$ cat src/verilog/ufc_pkg.sv
// Package for the unknown-frame forward control register bank
package ufc_pkg;
   localparam logic [7:0] OFS_MCAST_CTRL = 8'h84;
   localparam logic [7:0] OFS_VLAN_CTRL  = 8'h85;
   localparam logic [7:0] OFS_SELF_CTRL  = 8'h86;
   localparam int         MAP_LSB        = 0;
   localparam int         MAP_W          = 5;
   localparam int         FWD_EN_BIT     = 5;
   localparam int         SELF_EN_BIT    = 6;
   localparam int         DRIVE_LSB      = 6;
   localparam logic [1:0] DRIVE_NOMINAL  = 2'h1;
   localparam logic [4:0] MAP_RST        = 5'h00;
   localparam logic       EN_RST         = 1'b0;
   localparam logic [1:0] RSVD_VLAN_RST  = 2'h0;
   localparam logic       RSVD_SELF_RST  = 1'b0;
   localparam logic [3:0] MA_CODE0       = 4'h4;
   localparam logic [3:0] MA_CODE1       = 4'h8;
   localparam logic [3:0] MA_CODE2       = 4'hA;
   localparam logic [3:0] MA_CODE3       = 4'hE;
   localparam int         NUM_CLASS      = 3;

   typedef enum logic [2:0] {
      UFC_CLS_MCAST = 3'b001,
      UFC_CLS_VLAN  = 3'b010,
      UFC_CLS_IPMC  = 3'b100
   } ufc_class_e;

   typedef struct packed {
      logic       valid;
      ufc_class_e cls;
      logic [4:0] dflt_map;
   } ufc_req_s;

   typedef struct packed {
      logic       valid;
      logic       forced;
      logic [4:0] map;
   } ufc_resp_s;

   typedef struct packed {
      logic       en;
      logic [4:0] map;
   } ufc_cls_cfg_s;
endpackage

$ cat src/verilog/ufc_regs.sv
// Unknown-frame forward control registers, drive strength and self filter
//
// Notes on behaviour
// [RULE_01] Drive code 00=4mA, 01=8mA, 10=10mA, 11=14mA; nominal 01.
// [RULE_02] At reset drive upper bit is inverted strap, lower bit equals strap.
// [RULE_03] Strap low gives 10mA, high gives 8mA; pull-up means 8mA unconnected.
// [RULE_04] Register 0x84 bit 5 enables unknown non-IP multicast forwarding; resets 0.
// [RULE_05] Register 0x84 bits 4:0 are the non-IP multicast port map; resets zero.
// [RULE_06] Register 0x85 bit 5 enables unknown VLAN identifier forwarding; resets 0.
// [RULE_07] Register 0x85 bits 4:0 map unknown VLAN frames; bit0 is port 1.
// [RULE_08] Register 0x86 bit 6 drops self-address frames at egress; resets 0.
// [RULE_09] Self-address filtering compares against self MAC address held elsewhere.
// [RULE_10] Register 0x86 bit 5 enables unknown IP multicast forwarding; resets 0.
// [RULE_11] Register 0x86 bits 4:0 map unknown IP multicast frames; resets zero.
// [RULE_12] Reserved bits read reset values and ignore writes.
// [RULE_13] With a class enable clear, its map is ignored; ordinary handling applies.
`timescale 1ns/1ps
module ufc_regs (
   input  wire logic                 sys_clk,          // Switch core clock
   input  wire logic                 rst,              // Synchronous reset, active high
   input  wire logic                 ce,               // Clock enable, freezes state when low
   input  wire logic                 drive_strength_strap_pin, // Asynchronous strap pin level
   input  wire logic [7:0]           reg_addr,         // Register address
   input  wire logic                 reg_wr,           // Write strobe
   input  wire logic [7:0]           reg_wdata,        // Write data
   input  wire logic                 reg_rd,           // Read strobe
   output logic [7:0]                reg_rdata,        // Read data, registered
   output logic                      reg_rvalid,       // Read data valid pulse
   input  wire ufc_pkg::ufc_req_s    fwd_req,          // Unknown-destination lookup request
   output ufc_pkg::ufc_resp_s        fwd_resp,         // Lookup answer, registered
   input  wire logic                 egr_valid,        // Egress frame check request
   input  wire logic [47:0]          egr_mac,          // Frame address to check
   input  wire logic [47:0]          self_mac,         // Self MAC from address registers
   output logic                      egr_drop,         // Drop frame at egress, registered
   output logic [1:0]                pad_drive_code,   // Drive strength code, registered
   output logic [3:0]                pad_drive_ma      // Drive strength in mA
);
   // Strap synchroniser: not reset so it tracks the pin during reset
   logic strap_meta_q, strap_sync_q;
   always_ff @(posedge sys_clk) begin
      if (ce) begin
         strap_meta_q <= drive_strength_strap_pin;
         strap_sync_q <= strap_meta_q;
      end
   end

   logic [1:0] drive_q, drive_d;
   ufc_pkg::ufc_cls_cfg_s cfg_q [ufc_pkg::NUM_CLASS];
   ufc_pkg::ufc_cls_cfg_s cfg_d [ufc_pkg::NUM_CLASS];
   logic       self_en_q, self_en_d;
   logic [7:0] rdata_q, rdata_d;
   logic       rvalid_q, rvalid_d;

   function automatic logic [1:0] addr_to_cls(input logic [7:0] a);
      if (a == ufc_pkg::OFS_MCAST_CTRL) begin
         addr_to_cls = 2'h0;
      end else if (a == ufc_pkg::OFS_VLAN_CTRL) begin
         addr_to_cls = 2'h1;
      end else if (a == ufc_pkg::OFS_SELF_CTRL) begin
         addr_to_cls = 2'h2;
      end else begin
         addr_to_cls = 2'h3;
      end
   endfunction

   function automatic logic [3:0] code_to_ma(input logic [1:0] c);
      case (c)
         2'h0:    code_to_ma = ufc_pkg::MA_CODE0;
         2'h1:    code_to_ma = ufc_pkg::MA_CODE1;
         2'h2:    code_to_ma = ufc_pkg::MA_CODE2;
         default: code_to_ma = ufc_pkg::MA_CODE3;
      endcase
   endfunction

   logic [1:0] wsel, rsel;
   assign wsel = addr_to_cls(reg_addr);
   assign rsel = addr_to_cls(reg_addr);

   always_comb begin
      drive_d   = drive_q;
      self_en_d = self_en_q;
      cfg_d     = cfg_q;
      rdata_d   = rdata_q;
      rvalid_d  = 1'b0;
      if (rst) begin
         // Strap taken every reset cycle; hold reset past the synchroniser delay
         drive_d   = {~strap_sync_q, strap_sync_q};                     // [RULE_02] [RULE_03]
         self_en_d = ufc_pkg::EN_RST;                                   // [RULE_08]
         for (int i = 0; i < ufc_pkg::NUM_CLASS; i++) begin
            cfg_d[i].en  = ufc_pkg::EN_RST;                             // [RULE_04] [RULE_06] [RULE_10]
            cfg_d[i].map = ufc_pkg::MAP_RST;                            // [RULE_05] [RULE_07] [RULE_11]
         end
         rdata_d = 8'h00;
      end else begin
         if (reg_wr && wsel != 2'h3) begin
            cfg_d[wsel].en  = reg_wdata[ufc_pkg::FWD_EN_BIT];
            cfg_d[wsel].map = reg_wdata[ufc_pkg::MAP_LSB +: ufc_pkg::MAP_W];
            if (wsel == 2'h0) begin
               drive_d = reg_wdata[ufc_pkg::DRIVE_LSB +: 2];            // [RULE_01]
            end else if (wsel == 2'h2) begin
               self_en_d = reg_wdata[ufc_pkg::SELF_EN_BIT];             // [RULE_08]
            end
         end
         if (reg_rd) begin
            rvalid_d = 1'b1;
            if (rsel == 2'h0) begin
               rdata_d = {drive_q, cfg_q[0].en, cfg_q[0].map};
            end else if (rsel == 2'h1) begin
               rdata_d = {ufc_pkg::RSVD_VLAN_RST, cfg_q[1].en, cfg_q[1].map}; // [RULE_12]
            end else if (rsel == 2'h2) begin
               rdata_d = {ufc_pkg::RSVD_SELF_RST, self_en_q, cfg_q[2].en, cfg_q[2].map}; // [RULE_12]
            end else begin
               rdata_d = 8'h00;
            end
         end
      end
   end

   always_ff @(posedge sys_clk) begin
      if (ce) begin
         drive_q   <= drive_d;
         self_en_q <= self_en_d;
         cfg_q     <= cfg_d;
         rdata_q   <= rdata_d;
         rvalid_q  <= rvalid_d;
      end
   end

   // One resolver per class, selected by request class
   logic [4:0] cls_map [ufc_pkg::NUM_CLASS];
   logic       cls_forced [ufc_pkg::NUM_CLASS];
   genvar g;
   generate
      for (g = 0; g < ufc_pkg::NUM_CLASS; g++) begin : g_cls
         ufc_map_select u_sel (
            .cfg      (cfg_q[g]),
            .dflt_map (fwd_req.dflt_map),
            .out_map  (cls_map[g]),
            .forced   (cls_forced[g])
         );
      end
   endgenerate

   ufc_pkg::ufc_resp_s resp_q, resp_d;
   logic               drop_q, drop_d;
   always_comb begin
      resp_d = '0;
      drop_d = 1'b0;
      if (!rst) begin
         if (fwd_req.valid) begin
            resp_d.valid = 1'b1;
            case (fwd_req.cls)
               ufc_pkg::UFC_CLS_MCAST: begin
                  resp_d.map    = cls_map[0];                           // [RULE_05]
                  resp_d.forced = cls_forced[0];                        // [RULE_04]
               end
               ufc_pkg::UFC_CLS_VLAN: begin
                  resp_d.map    = cls_map[1];                           // [RULE_07]
                  resp_d.forced = cls_forced[1];                        // [RULE_06]
               end
               ufc_pkg::UFC_CLS_IPMC: begin
                  resp_d.map    = cls_map[2];                           // [RULE_11]
                  resp_d.forced = cls_forced[2];                        // [RULE_10]
               end
               default: begin
                  resp_d.map = fwd_req.dflt_map;                        // [RULE_13]
               end
            endcase
         end
         drop_d = egr_valid && self_en_q && (egr_mac == self_mac);      // [RULE_08] [RULE_09]
      end
   end

   always_ff @(posedge sys_clk) begin
      if (ce) begin
         resp_q <= resp_d;
         drop_q <= drop_d;
      end
   end

   assign reg_rdata      = rdata_q;
   assign reg_rvalid     = rvalid_q;
   assign fwd_resp       = resp_q;
   assign egr_drop       = drop_q;
   assign pad_drive_code = drive_q;
   assign pad_drive_ma   = code_to_ma(drive_q);                         // [RULE_01]

   // Checked only after two reset cycles: the unreset synchroniser is unknown at power-up
   chk_strap_load_bits: assert property (@(posedge sys_clk) // [RULE_02]
      (rst && ce && $past(rst && ce) && $past(rst && ce, 2))
      |=> (drive_q == {~$past(strap_sync_q), $past(strap_sync_q)}))
      else $error("drive code not loaded from strap");
   chk_strap_high_8ma: assert property (@(posedge sys_clk) // [RULE_03]
      (rst && ce && strap_sync_q) |=> (pad_drive_ma == ufc_pkg::MA_CODE1))
      else $error("strap high did not give 8 mA");
   chk_drive_ma_map: assert property (@(posedge sys_clk) disable iff (rst) // [RULE_01]
      (pad_drive_code == 2'h2) |-> (pad_drive_ma == ufc_pkg::MA_CODE2))
      else $error("drive code 10 not 10 mA");
   chk_mcast_reset_zero: assert property (@(posedge sys_clk) // [RULE_04]
      (rst && ce) |=> (cfg_q[0].en == 1'b0 && cfg_q[0].map == 5'h00))
      else $error("multicast control not cleared at reset");
   chk_vlan_map_apply: assert property (@(posedge sys_clk) disable iff (rst) // [RULE_07]
      (ce && fwd_req.valid && fwd_req.cls == ufc_pkg::UFC_CLS_VLAN && cfg_q[1].en)
      |=> (fwd_resp.valid && fwd_resp.forced && fwd_resp.map == $past(cfg_q[1].map)))
      else $error("vlan map not applied");
   chk_ipmc_disabled: assert property (@(posedge sys_clk) disable iff (rst) // [RULE_13]
      (ce && fwd_req.valid && fwd_req.cls == ufc_pkg::UFC_CLS_IPMC && !cfg_q[2].en)
      |=> (!fwd_resp.forced && fwd_resp.map == $past(fwd_req.dflt_map)))
      else $error("disabled class map took effect");
   chk_self_drop: assert property (@(posedge sys_clk) disable iff (rst) // [RULE_08]
      (ce && egr_valid && egr_mac == self_mac) |=> (egr_drop == $past(self_en_q)))
      else $error("self address drop wrong");
   chk_rsvd_read: assert property (@(posedge sys_clk) disable iff (rst) // [RULE_12]
      (ce && reg_rd && reg_addr == ufc_pkg::OFS_SELF_CTRL) |=> (reg_rvalid && reg_rdata[7] == 1'b0))
      else $error("reserved bit read nonzero");
   chk_write_enable: assert property (@(posedge sys_clk) disable iff (rst) // [RULE_10]
      (ce && reg_wr && reg_addr == ufc_pkg::OFS_SELF_CTRL) |=> (cfg_q[2].en == $past(reg_wdata[5])))
      else $error("ip multicast enable write lost");
endmodule // ufc_regs

$ cat src/verilog/ufc_map_select.sv
// Per-class egress map choice between programmed map and ordinary handling
`timescale 1ns/1ps
module ufc_map_select (
   input  wire ufc_pkg::ufc_cls_cfg_s cfg,       // Class enable and port map
   input  wire logic [4:0]            dflt_map,  // Ordinary unknown handling map
   output logic [4:0]                 out_map,   // Resulting egress map
   output logic                       forced     // Programmed map applied
);
   // Zero map filters, ones broadcasts, else per-port pick
   always_comb begin
      forced  = cfg.en;                          // [RULE_13]
      out_map = cfg.en ? cfg.map : dflt_map;     // [RULE_05] [RULE_07] [RULE_11] [RULE_13]
   end
endmodule // ufc_map_select

$ cat config.mk
export PLATFORM = sky130hd
export DESIGN_NAME = ufc_regs
export DESIGN_NICKNAME = d
export VERILOG_FILES = /design/src/verilog/ufc_pkg.sv /design/src/verilog/ufc_regs.sv /design/src/verilog/ufc_map_select.sv
export SDC_FILE = /design/constraint.sdc
export NUM_CORES = 1
export LEC_CHECK = 0
export CAP_MARGIN = 0
export CORE_MARGIN = 5
export CORE_UTILIZATION = 60
export CTS_CLUSTER_DIAMETER = 150
export CTS_CLUSTER_SIZE = 30
export DETAILED_ROUTE_END_ITERATION = 8
export DONT_BUFFER_PORTS = 1
export HOLD_SLACK_MARGIN = 0.08
export PLACE_DENSITY = 0.72
export RECOVER_POWER = 25
export SKIP_LAST_GASP = 1
export SYNTH_ARGS = -nofsm -noshare
export SYNTH_HDL_FRONTEND = slang
export SYNTH_SLANG_ARGS = --single-unit
$ cat constraint.sdc
create_clock -name sys_clk -period 2.4 [get_ports sys_clk]
set_input_delay 0.48 -clock sys_clk [delete_from_list [all_inputs] [get_ports sys_clk]]
set_output_delay 0.48 -clock sys_clk [all_outputs]
set_load 0.02 [all_outputs]
; Word-level counts from Yosys, hierarchy flattened
; Cells that the tools add are included.
[totals]
reg_bits = 40
inputBits = 128
output_inout_bits = 23
elab_cells = 77
[op_classes]
magnitude_cmp = 2
eq_ne = 13
n_mux = 28
n_bitwise = 3
reduce_logical = 15
[ops]
columns = cell, count
row1 = 48-bit == test, 1
row2 = 18-bit bitwise mux, 2
row3 = 6-bit demux with 2-bit select, 2
row4 = "8-bit == test, second input constant", 3
row5 = 7-bit 2-to-1 mux, 3
row6 = 5-bit 2-to-1 mux, 4
row7 = 18-bit 2-to-1 mux, 1
row8 = 8-bit 2-to-1 mux, 2
row9 = 5-bit one-hot mux with 3 select lines, 1
row10 = 4-bit one-hot mux with 3 select lines, 1
row11 = 2-bit 2-to-1 mux, 5
row12 = 2-bit nonzero test, 4
row13 = 6-bit 2-to-1 mux, 1
row14 = 1-bit 2-to-1 mux, 5
row15 = "2-bit by 1-bit == test with 1-bit output, second input constant", 2
row16 = "2-bit == test, second input constant", 2
row17 = 1-bit logical AND, 4
row18 = 2-bit logical NOT, 2
row19 = "2-bit != test, second input constant", 2
row20 = 2-bit AND reduction, 2
row21 = 4-bit AND reduction, 1
row22 = "3-bit by 1-bit == test with 1-bit output, second input constant", 1
row23 = "3-bit by 2-bit == test with 1-bit output, second input constant", 1
row24 = "3-bit == test, second input constant", 1
row25 = 7 further kinds, 8

; Logic depth before layout (Yosys ltp)
; Gate-level depths: netlist of run 1.
[logic_depth]
word_depth = 12
ltp_mapped = 5
depth_no_buf = 4

; Hierarchy
; A second synthesis of run 1 with hierarchy kept.
[unflattened]
hier_cells = 257
hier_area_um2 = 2821.5
[modules_own_cells]
columns = module, instances, cells_per_inst, area_each_um2, seq_area_each_um2
row1 = ufc_regs, 1, 239, 2630.0, 1201.2
row2 = ufc_map_select, 3, 6, 63.8, 0.0

; Worst setup path before layout of run 1
; Ideal clock, no wire load.
[synth_timing]
path_type = input-to-reg
startpoint = in reg_addr[5]
endpoint = reg self_en_q (enable)
arrival_time_ns = 1.861
slack_ns = 0.227
cell_stages = 4
n_path_buf = 0
cell_sequence = nor4b_4 -> nand4_1 -> a21boi_2 -> a21boi_0
[synth_between]
elab_chain_len = 8
[synth_lines]
columns = item, line
row1 = start: declaration, ufc_regs.sv:23  ; input wire logic [7:0] reg_addr,
row2 = 8-bit == test, ufc_regs.sv:59  ; end else if (a == ufc_pkg::OFS_SELF_CTRL) begin
row3 = 1-bit 2-to-1 mux, ufc_regs.sv:59
row4 = 2-bit 2-to-1 mux, ufc_regs.sv:57  ; end else if (a == ufc_pkg::OFS_VLAN_CTRL) begin
row5 = 2-bit 2-to-1 mux *, ufc_regs.sv:55  ; if (a == ufc_pkg::OFS_MCAST_CTRL) begin
row6 = 2-bit != test, ufc_regs.sv:95  ; if (reg_wr && wsel != 2'h3) begin
row7 = 1-bit logical AND, ufc_regs.sv:95
row8 = 2-bit nonzero test (no line), --
row9 = 4-bit AND reduction (no line) *, --
row10 = end signal: assignment, ufc_regs.sv:122  ; self_en_q <= self_en_d;
row11 = end: declaration, ufc_regs.sv:50  ; logic self_en_q, self_en_d;
; Every way passes the cells marked *; elsewhere a longest branch is shown, timed or not.
; A chain may end at the register's enable or synchronous reset.

; Final worst setup path of run 1
[layout_timing]
startpoint = reg drive_q[0] (netlist: pad_drive_code[0])
endpoint = out pad_drive_ma[1]
[layout_between]
elab_chain_len = 2
[layout_lines]
columns = item, line
row1 = start: declaration, ufc_regs.sv:47  ; logic [1:0] drive_q, drive_d;
row2 = start signal: assignment, ufc_regs.sv:121  ; drive_q <= drive_d;
row3 = 2-bit == test (tied with other cells), ufc_regs.sv:67  ; case (c)
row4 = 4-bit one-hot mux with 3 select lines *, ufc_regs.sv:67
row5 = end: declaration, ufc_regs.sv:36  ; output logic [3:0] pad_drive_ma
; Marks and branches as above.

==> impl_metrics.yaml, run 1 <==
run_status:
  status: "finished clean"
floorplan:
  ios: 151
  rows: 24
  core_region_area_mm2: 0.004384
  chipHeight_um: 77.58
  initial_core_util_pct: 62.50
  die_w_um: 77.58
  dieArea_mm2: 0.006019
power_and_ir_drop:
  fin_total_pwr_mw: 1.430
  power_frac_clock_pct: 28.7
  switchingPower_mw: 0.3357
  swShare_pct: 23.49
  ir_worst_vdd_v: 0.0004360
  p_seq_share_pct: 59.6
  internal-power_mw: 1.094
  cellPowerDensity_mw_per_mm2: 504.0
  pwr-share-comb_pct: 11.7
  p_leak_nw: 1.102
setup_path:
  r2r_cells: 4
  r2r_start: "cfg_q[5]$_SDFFCE_PP0P_"
  worstSetupEndpointType: "output port"
  cp.arrival_ps: 1460
  required_ps: 1920
  r2r_end: "fwd_resp[0]$_SDFFCE_PP0P_"
  cp_max_fo: 4
  start_kind: "flip-flop"
  r2r_slack_ps: 840
  path_class: "reg2out"
drt:
  drt_wl_total_mm: 6.260
  viasPerCell: 6.201
  post_drt_wl_per_cell_um: 20.00
  drc: 0
  drtIter0Drc: 72
  drtAntennaViolNets: 0
  first_pass_iters: 4
  vias: 1941
timing:
  period_share_pct: 80.69
  timing.hold.ws_ps: 283.8
  slew_viol_final: 0
  timing.fmax_mhz: 516.4
  fin_ws_ps: 463.5
  worstMarginPinSlew_ps: 530.0
  rsz0062_at_grt: "false"
  timing.slew.headroom_pct: 64.67
  setup_viol: 0
  min_period_ps: 1937
  fin_tns_setup_ps: 0
  skew_ps: 7.081
  hold_viol_final: 0
logic_synthesis:
  syn_area_per_cell_um2: 10.42
  syn_area_mm2: 0.002740
  synth-edff-count: 40
  netlist_instances: 263
  synth_top_area_share_pct: 43.84
  ys.flop_type: "edfxtp_1"
  syn_nets: 394
  synth_seq_cells: 40
  synth_warnings: 0
  ys_top_cells_by_area: "edfxtp_1, xor2_1, mux2i_1"
  async_flop_share_pct: 0
  yosys.area.top_type: "edfxtp_1"
  yosys.cell_types.count: 45
  synth-seq-area-share_pct: 43.84
global_routing:
  grt_overflow: 0
  grt_pass1_wl_mm: 9.453
  grt_pass1_vias: 1882
  antenna_found_initial: 0
  grt_use_total_pct: 19.58
  grt_max_degree: 26
place:
  dpl_worst_slack_ps: 358.2
  port_buffers: 0
  place_congestion: 0.8453
  dp_hpwl_mm: 5.227
  dp_cells: 305
  placed_area_mm2: 0.002754
clock_tree:
  root_buffer: "clkbuf_8"
  ctsResizeCount: 0
  cts_buffer_depth: 2
  clock_latency_ps: 290
  cts_hold_buf: 0
  postCtsSetupBuffers: 0
  cts_buffers: 5
  clkTransAtPathRegs_ps: 70
  cts-htree-levels: 2
  tritoncts: "yes"
  cts.sinks: 40
min_path:
  min_path_cells: 0
  whs_endpoint: "strap_meta_q$_DFFE_PP_"
  min_path_type: "in2reg"
  worstHoldStart: "drive_strength_strap_pin"
final_layout:
  area_delta_synth_final_pct: 3.516
  antenna_cells: 0
  fin_cells: 313
  drive_gt1_share_pct: 8.046
  layout_common_cells: "xor2_1, edfxtp_1, nor2_1"
  fillCellCount: 360
  final_area_mm2: 0.002836
  final_common_cell: "xor2_1"
  final_util_pct: 64.70
  nets: 391
job:
  drv_cap: 0
==> cell type report <==
class / instances / area, um2 / share of cell area [%]
Multi-Input combinational cell: 204 / 1450 / 51.12
Sequential cell: 40 / 1201 / 42.35
Clock buffer: 5 / 68.82 / 2.426
Tap cell: 52 / 65.06 / 2.294
Inverter: 8 / 30.03 / 1.059
Clock inverter: 3 / 13.76 / 0.4852
Timing Repair Buffer: 1 / 7.507 / 0.2647
==> critical path, cell delays in order, from the launching register on <==
cell and delay [ps]:
edfxtp_1 530, inv_1 110, ha_1 200, or2_2 330
==> flip-flops by register name, summed over array words and instances (netlist names) <==
| signal | flops |
|---|---|
| pad_drive_code | 2 |
| strap_sync_q | 1 |
| reg_rvalid | 1 |
| fwd_resp | 7 |
| cfg_q | 18 |
| reg_rdata | 8 |
| self_en_q | 1 |
| strap_meta_q | 1 |
| egr_drop | 1 |
==> synth_stat cells, types with 4 or more instances <==
master and instances:
clkbuf_1 6, a21oi_1 14, inv_1 8, xor2_1 44, mux2i_1 24, edfxtp_1 40, nor4_1 11, nand2_1 18
nand4_1 4, nor2_1 31, a221oi_1 4, nor2b_1 5
==> kinds of logic (layout without fill, tap and decap cells) <==
family                   Yosys count  in the layout  synth area share (%)
AO/OA/AOI/OAI                     38             38                 9.223
flip-flops                        40             40                 43.84
buffers and inverters             19             17                 3.242
other                              1              1                0.1369
multiplexers                      27             27                 10.00
adder cells (fa/ha/maj)            3              3                 1.370
AND/OR/NAND/NOR                   89             89                 17.49
XOR/XNOR                          46             46                 14.70
==> metal layers <==
metal | routed length [um] | up-vias | GRT usage [%]
li1 | - | 941 | -
met3 | 569 | 9 | 6.829
met2 | 2927 | 87 | 29.38
met4 | 67 | 0 | 5.498
met5 | 0 | - | 0
met1 | 2696 | 904 | 26.91
==> worst max path at each step <==
stage                                         end  cells after the start                   startpoint  slack, ps
after detailed placement  cfg_q[12]$_SDFFCE_PP0P_                      4                  reg_addr[5]        360
after floorplan           self_en_q$_SDFFCE_PP0P_                      4                  reg_addr[5]        230
final                             pad_drive_ma[1]                      3  pad_drive_code[0]$_DFFE_PP_        460
after global routing              pad_drive_ma[1]                      3  pad_drive_code[0]$_DFFE_PP_        390
after global placement    cfg_q[15]$_SDFFCE_PP0P_                      4                  reg_addr[5]        450
after CTS                         pad_drive_ma[1]                      3  pad_drive_code[0]$_DFFE_PP_        450
==> power groups by stage <==
stage / Combinational, mW / Clock [mW] / Sequential, mW
finish: 0.167 / 0.410 / 0.852
global route: 0.187 / 0.452 / 0.855
detailed placement: 0.168 / 0 / 0.868
global placement: 0.163 / 0 / 0.867
CTS: 0.168 / 0.420 / 0.852
floorplan: 0.162 / 0 / 0.855
Power figures use the tool's default switching activity.
==> inputs of run 2 (changes only) <==
clock period = 1.85 ns   (was 2.4 ns; I/O delays follow)
==> run 2 against run 1 <==
Compared with the run above: combinational power up 35%; via count up 3.0%; wire length up 2.3%; critical path depth down 1; sequential share of layout area down 0.68 points; worst hold slack worse by 120 ps; sequential power up 30%; design area up 1.6%; cell count up 1.3%; clock power up 32%; clock-buffer cell count unchanged.
==> impl_metrics.yaml, run 2 (same netlist as run 1, synthesis figures left out) <==
setup_path:
  start_kind: "flip-flop"
  r2r_cells: 4
  r2r_start: "cfg_q[5]$_SDFFCE_PP0P_"
  r2r_end: "fwd_resp[0]$_SDFFCE_PP0P_"
  cp_max_fo: 4
  cp-startpoint: "pad_drive_code[0]$_DFFE_PP_"
  cp.arrival_ps: 1400
  r2r_slack_ps: 290
  required_ps: 1480
  cp-endpoint: "pad_drive_ma[1]"
  path_class: "reg2out"
  worstSetupEndpointType: "output port"
min_path:
  min_path_type: "in2reg"
power_and_ir_drop:
  cellPowerDensity_mw_per_mm2: 649.2
  ir_worst_vdd_v: 0.0004188
  p_leak_nw: 1.128
final_layout:
  nets: 396
  drive_gt1_share_pct: 10.19
  regMostFlops: "cfg_q"
  fin_cells: 317
  layout_common_cells: "xor2_1, edfxtp_1, nor2_1"
  area_delta_synth_final_pct: 5.205
  final_common_cell: "xor2_1"
  final_area_mm2: 0.002883
  largest_reg_flops: 18
  antenna_cells: 0
place:
  placed_area_mm2: 0.002799
  place_congestion: 0.8250
  dp_cells: 310
  dp_hpwl_mm: 5.328
  port_buffers: 0
drt:
  drtIter0Drc: 165
  drc: 0
  drtAntennaViolNets: 0
  drt_wl_total_mm: 6.404
  vias: 2000
  post_drt_wl_per_cell_um: 20.20
  viasPerCell: 6.309
  first_pass_iters: 4
timing:
  setup_viol: 0
  skew_ps: 11.37
  slew_viol_final: 0
  hold_viol_final: 0
  rsz0062_at_grt: "false"
  fin_tns_setup_ps: 0
  min_period_ps: 1768
  period_share_pct: 95.55
  timing.fmax_mhz: 565.7
global_routing:
  grt_pass1_wl_mm: 9.901
  antenna_found_initial: 0
  grt_overflow: 0
  grt_pass1_vias: 1876
  grt_max_degree: 26
  grt_use_total_pct: 20.44
clock_tree:
  postCtsSetupBuffers: 0
  clock_latency_ps: 290
  cts_hold_buf: 0
  cts-htree-levels: 2
  cts.sinks: 40
  clkTransAtPathRegs_ps: 80
  cts_buffers: 5
  root_buffer: "clkbuf_8"
  tritoncts: "yes"
  cts_buffer_depth: 2
floorplan:
  ios: 151
  core_region_area_mm2: 0.004384
  rows: 24
  chipHeight_um: 77.58
  dieArea_mm2: 0.006019
  die_w_um: 77.58
  initial_core_util_pct: 62.50
run_status:
  status: "finished clean"
job:
  drv_cap: 0
==> run 2: power by group <==
group          switching [mW]  internal, mW  total (mW)
Clock                   0.285         0.255       0.540
Sequential             0.0576          1.05        1.11
Combinational           0.105         0.121       0.226
Total                   0.448          1.42        1.87
==> run 2: repair_timing <==
item / CTS / global route
resized for setup: 1 / 1
hold endpoints to repair: 0 / 0
setup endpoints to repair: 1 / 1
==> run 2: layer usage <==
metal | GRT usage, % | routed length [um] | part of all wire [%]
met3 | 6.250 | 523 | 8.2
met5 | 0 | 0 | 0
met1 | 28.03 | 2711 | 42
met4 | 5.155 | 78 | 1.2
met2 | 31.64 | 3090 | 48
==> run 2: how the worst min path moves through the flow <==
stage	startpoint	endpoint	slack (ps)	depth (start not counted)
after global routing	drive_strength_strap_pin	strap_meta_q$_DFFE_PP_	160	0
after global placement	strap_meta_q$_DFFE_PP_	strap_sync_q$_DFFE_PP_	400	0
final	drive_strength_strap_pin	strap_meta_q$_DFFE_PP_	170	0
after floorplan	strap_meta_q$_DFFE_PP_	strap_sync_q$_DFFE_PP_	400	0
after detailed placement	strap_meta_q$_DFFE_PP_	strap_sync_q$_DFFE_PP_	410	0
after CTS	drive_strength_strap_pin	strap_meta_q$_DFFE_PP_	160	0
==> run 2: layout make-up <==
| cell class | count | area [um2] |
|---|---|---|
| fill | 354 | 1501 |
| inverter | 8 | 30.03 |
| clock inverter | 2 | 12.51 |
| sequential | 40 | 1201 |
| tap | 52 | 65.06 |
| multi-input combinational | 204 | 1460 |
| timing repair buffer | 6 | 45.04 |
| clock buffer | 5 | 68.82 |
==> run 2: worst max-delay path: stages (launching register included) <==
cell	delay [ps]
edfxtp_1	560
ha_1	270
or2_4	280
==> run 2: metrics by stage <==
stage	util [%]	hold WS, ps	total power, mW	worst slack (ps)
floorplan	-	400.3	1.322	-46.20
global placement	63.84	404.3	1.343	186.8
detailed placement	63.84	413.5	1.350	137.5
CTS	65.70	164.2	1.877	13.45
global route	65.75	160.8	1.953	46.84
finish	65.75	167.1	1.872	82.29
==> inputs of run 3 (changes only) <==
CORE_MARGIN = 4   (was 5)
SKIP_CTS_REPAIR_TIMING = 1   (was unset)
==> run 3 against run 2 <==
Compared with the run above: die area shrank 5.1%; core utilization grew 0.91 points; first-iteration DRC count shrank 0.61%; critical path type unchanged; critical endpoint unchanged.
==> impl_metrics.yaml, run 3 (same netlist as run 1, synthesis figures left out) <==
run_status:
  status: "finished clean"
floorplan:
  core_region_area_mm2: 0.004384
  die_w_um: 75.58
  rows: 24
  ios: 151
  initial_core_util_pct: 62.50
  chipHeight_um: 75.58
  dieArea_mm2: 0.005712
setup_path:
  critical-path-slowest-cell: "edfxtp_1"
  r2r_cells: 4
  cp.arrival_ps: 1390
  path_class: "reg2out"
  cp_num_cells: 2
  cp_max_fo: 4
  cp_cell_sequence: "ha_1 > or2_4"
  slowest_delay_ps: 540
  cp_num_buf_inv: 0
  start_kind: "flip-flop"
  required_ps: 1480
  worstSetupEndpointType: "output port"
  crit_family: "flip-flops"
clock_tree:
  tritoncts: "yes"
  cts-htree-levels: 2
  root_buffer: "clkbuf_8"
  clkTransAtPathRegs_ps: 80
  cts_buffers: 5
  clock_latency_ps: 300
  cts_buffer_depth: 2
  cts.sinks: 40
power_and_ir_drop:
  ir_worst_vdd_v: 0.0004783
  p_leak_nw: 1.145
  cellPowerDensity_mw_per_mm2: 704.8
drt:
  drc: 0
  viasPerCell: 6.363
  vias: 2017
  post_drt_wl_per_cell_um: 21.21
  drt_wl_total_mm: 6.724
  drtAntennaViolNets: 0
  drtIter0Drc: 164
  first_pass_iters: 4
final_layout:
  final_area_mm2: 0.002923
  nets: 395
  layout_common_cells: "xor2_1, edfxtp_1, nor2_1"
  regMostFlops: "cfg_q"
  antenna_cells: 0
  fin_cells: 317
  drive_gt1_share_pct: 10.19
  area_delta_synth_final_pct: 6.667
  largest_reg_flops: 18
  final_common_cell: "xor2_1"
place:
  dpl_worst_slack_ps: 133.1
  dp_cells: 309
  placed_area_mm2: 0.002804
  port_buffers: 0
  place_congestion: 0.8453
  dp_hpwl_mm: 5.489
global_routing:
  antenna_found_initial: 0
  grt_use_total_pct: 23.80
  grt_overflow: 0
  grt_pass1_wl_mm: 10.01
  grt_pass1_vias: 1987
  grt_max_degree: 26
timing:
  timing.fmax_mhz: 569.7
  setup_viol: 0
  period_share_pct: 94.89
  fin_ws_ps: 94.56
  timing.hold.ws_ps: 166.4
  rsz0062_at_grt: "false"
  min_period_ps: 1755
  hold_viol_final: 0
  slew_viol_final: 0
  skew_ps: 6.344
job:
  drv_cap: 0
min_path:
  min_path_type: "in2reg"
  min_path_cells: 0
-- run 3: changes by cell type in the layout (fill, tap and decap cells not counted), sizes merged --
cell / before / now
buf: 6 / 5
bufinv: 0 / 1
clkinv: 1 / 2
clkinvlp: 1 / 0
-- run 3: through the flow --
step / utilization, % / setup TNS, ps / power (mW)
finish: 66.67 / 0 / 2.060
detailed placement: 63.96 / 0 / 1.356
global route: 66.67 / 0 / 2.140
global placement: 63.96 / 0 / 1.348
CTS: 66.61 / 0 / 2.068
floorplan: - / -106.6 / 1.322
-- run 3: layout make-up --
| class | instances | area (um2) |
|---|---|---|
| Tap cell | 52 | 65.06 |
| Fill cell | 364 | 1461 |
| Clock inverter | 3 | 47.55 |
| Clock buffer | 5 | 68.82 |
| Inverter | 8 | 30.03 |
| Sequential cell | 40 | 1201 |
| Timing Repair Buffer | 5 | 50.05 |
| Multi-Input combinational cell | 204 | 1460 |
-- run 3: path summary, 6_finish.rpt --
| kind | from | endpoint | slack (ps) |
|---|---|---|---|
| worst max-delay path | pad_drive_code[0]$_DFFE_PP_ | pad_drive_ma[1] | 90 |
| worst min-delay path | drive_strength_strap_pin | strap_meta_q$_DFFE_PP_ | 170 |
| worst max register to register | cfg_q[17]$_SDFFCE_PP0P_ | fwd_resp[0]$_SDFFCE_PP0P_ | 190 |
| worst min register to register | strap_meta_q$_DFFE_PP_ | strap_sync_q$_DFFE_PP_ | 480 |
-- run 3: worst register-to-register path: cells and delay by family (launching register included) --
family	cells	cell delay, ps
flip-flops	1	610
AO/OA/AOI/OAI	2	420
AND/OR/NAND/NOR	1	80
multiplexers	1	290
-- run 3: routing by layer --
metal	global-route usage (%)	share of wire [%]
met1	29.62	39
met2	39.60	50
met3	7.652	9.2
met4	7.184	1.4
met5	0	0
-- run 3: power breakdown --
part           internal [mW]  switching (mW)  total [mW]  leakage (nW)
Combinational          0.122           0.109       0.231         0.696
Sequential              1.05          0.0585        1.11         0.390
Clock                  0.406           0.316       0.722        0.0583
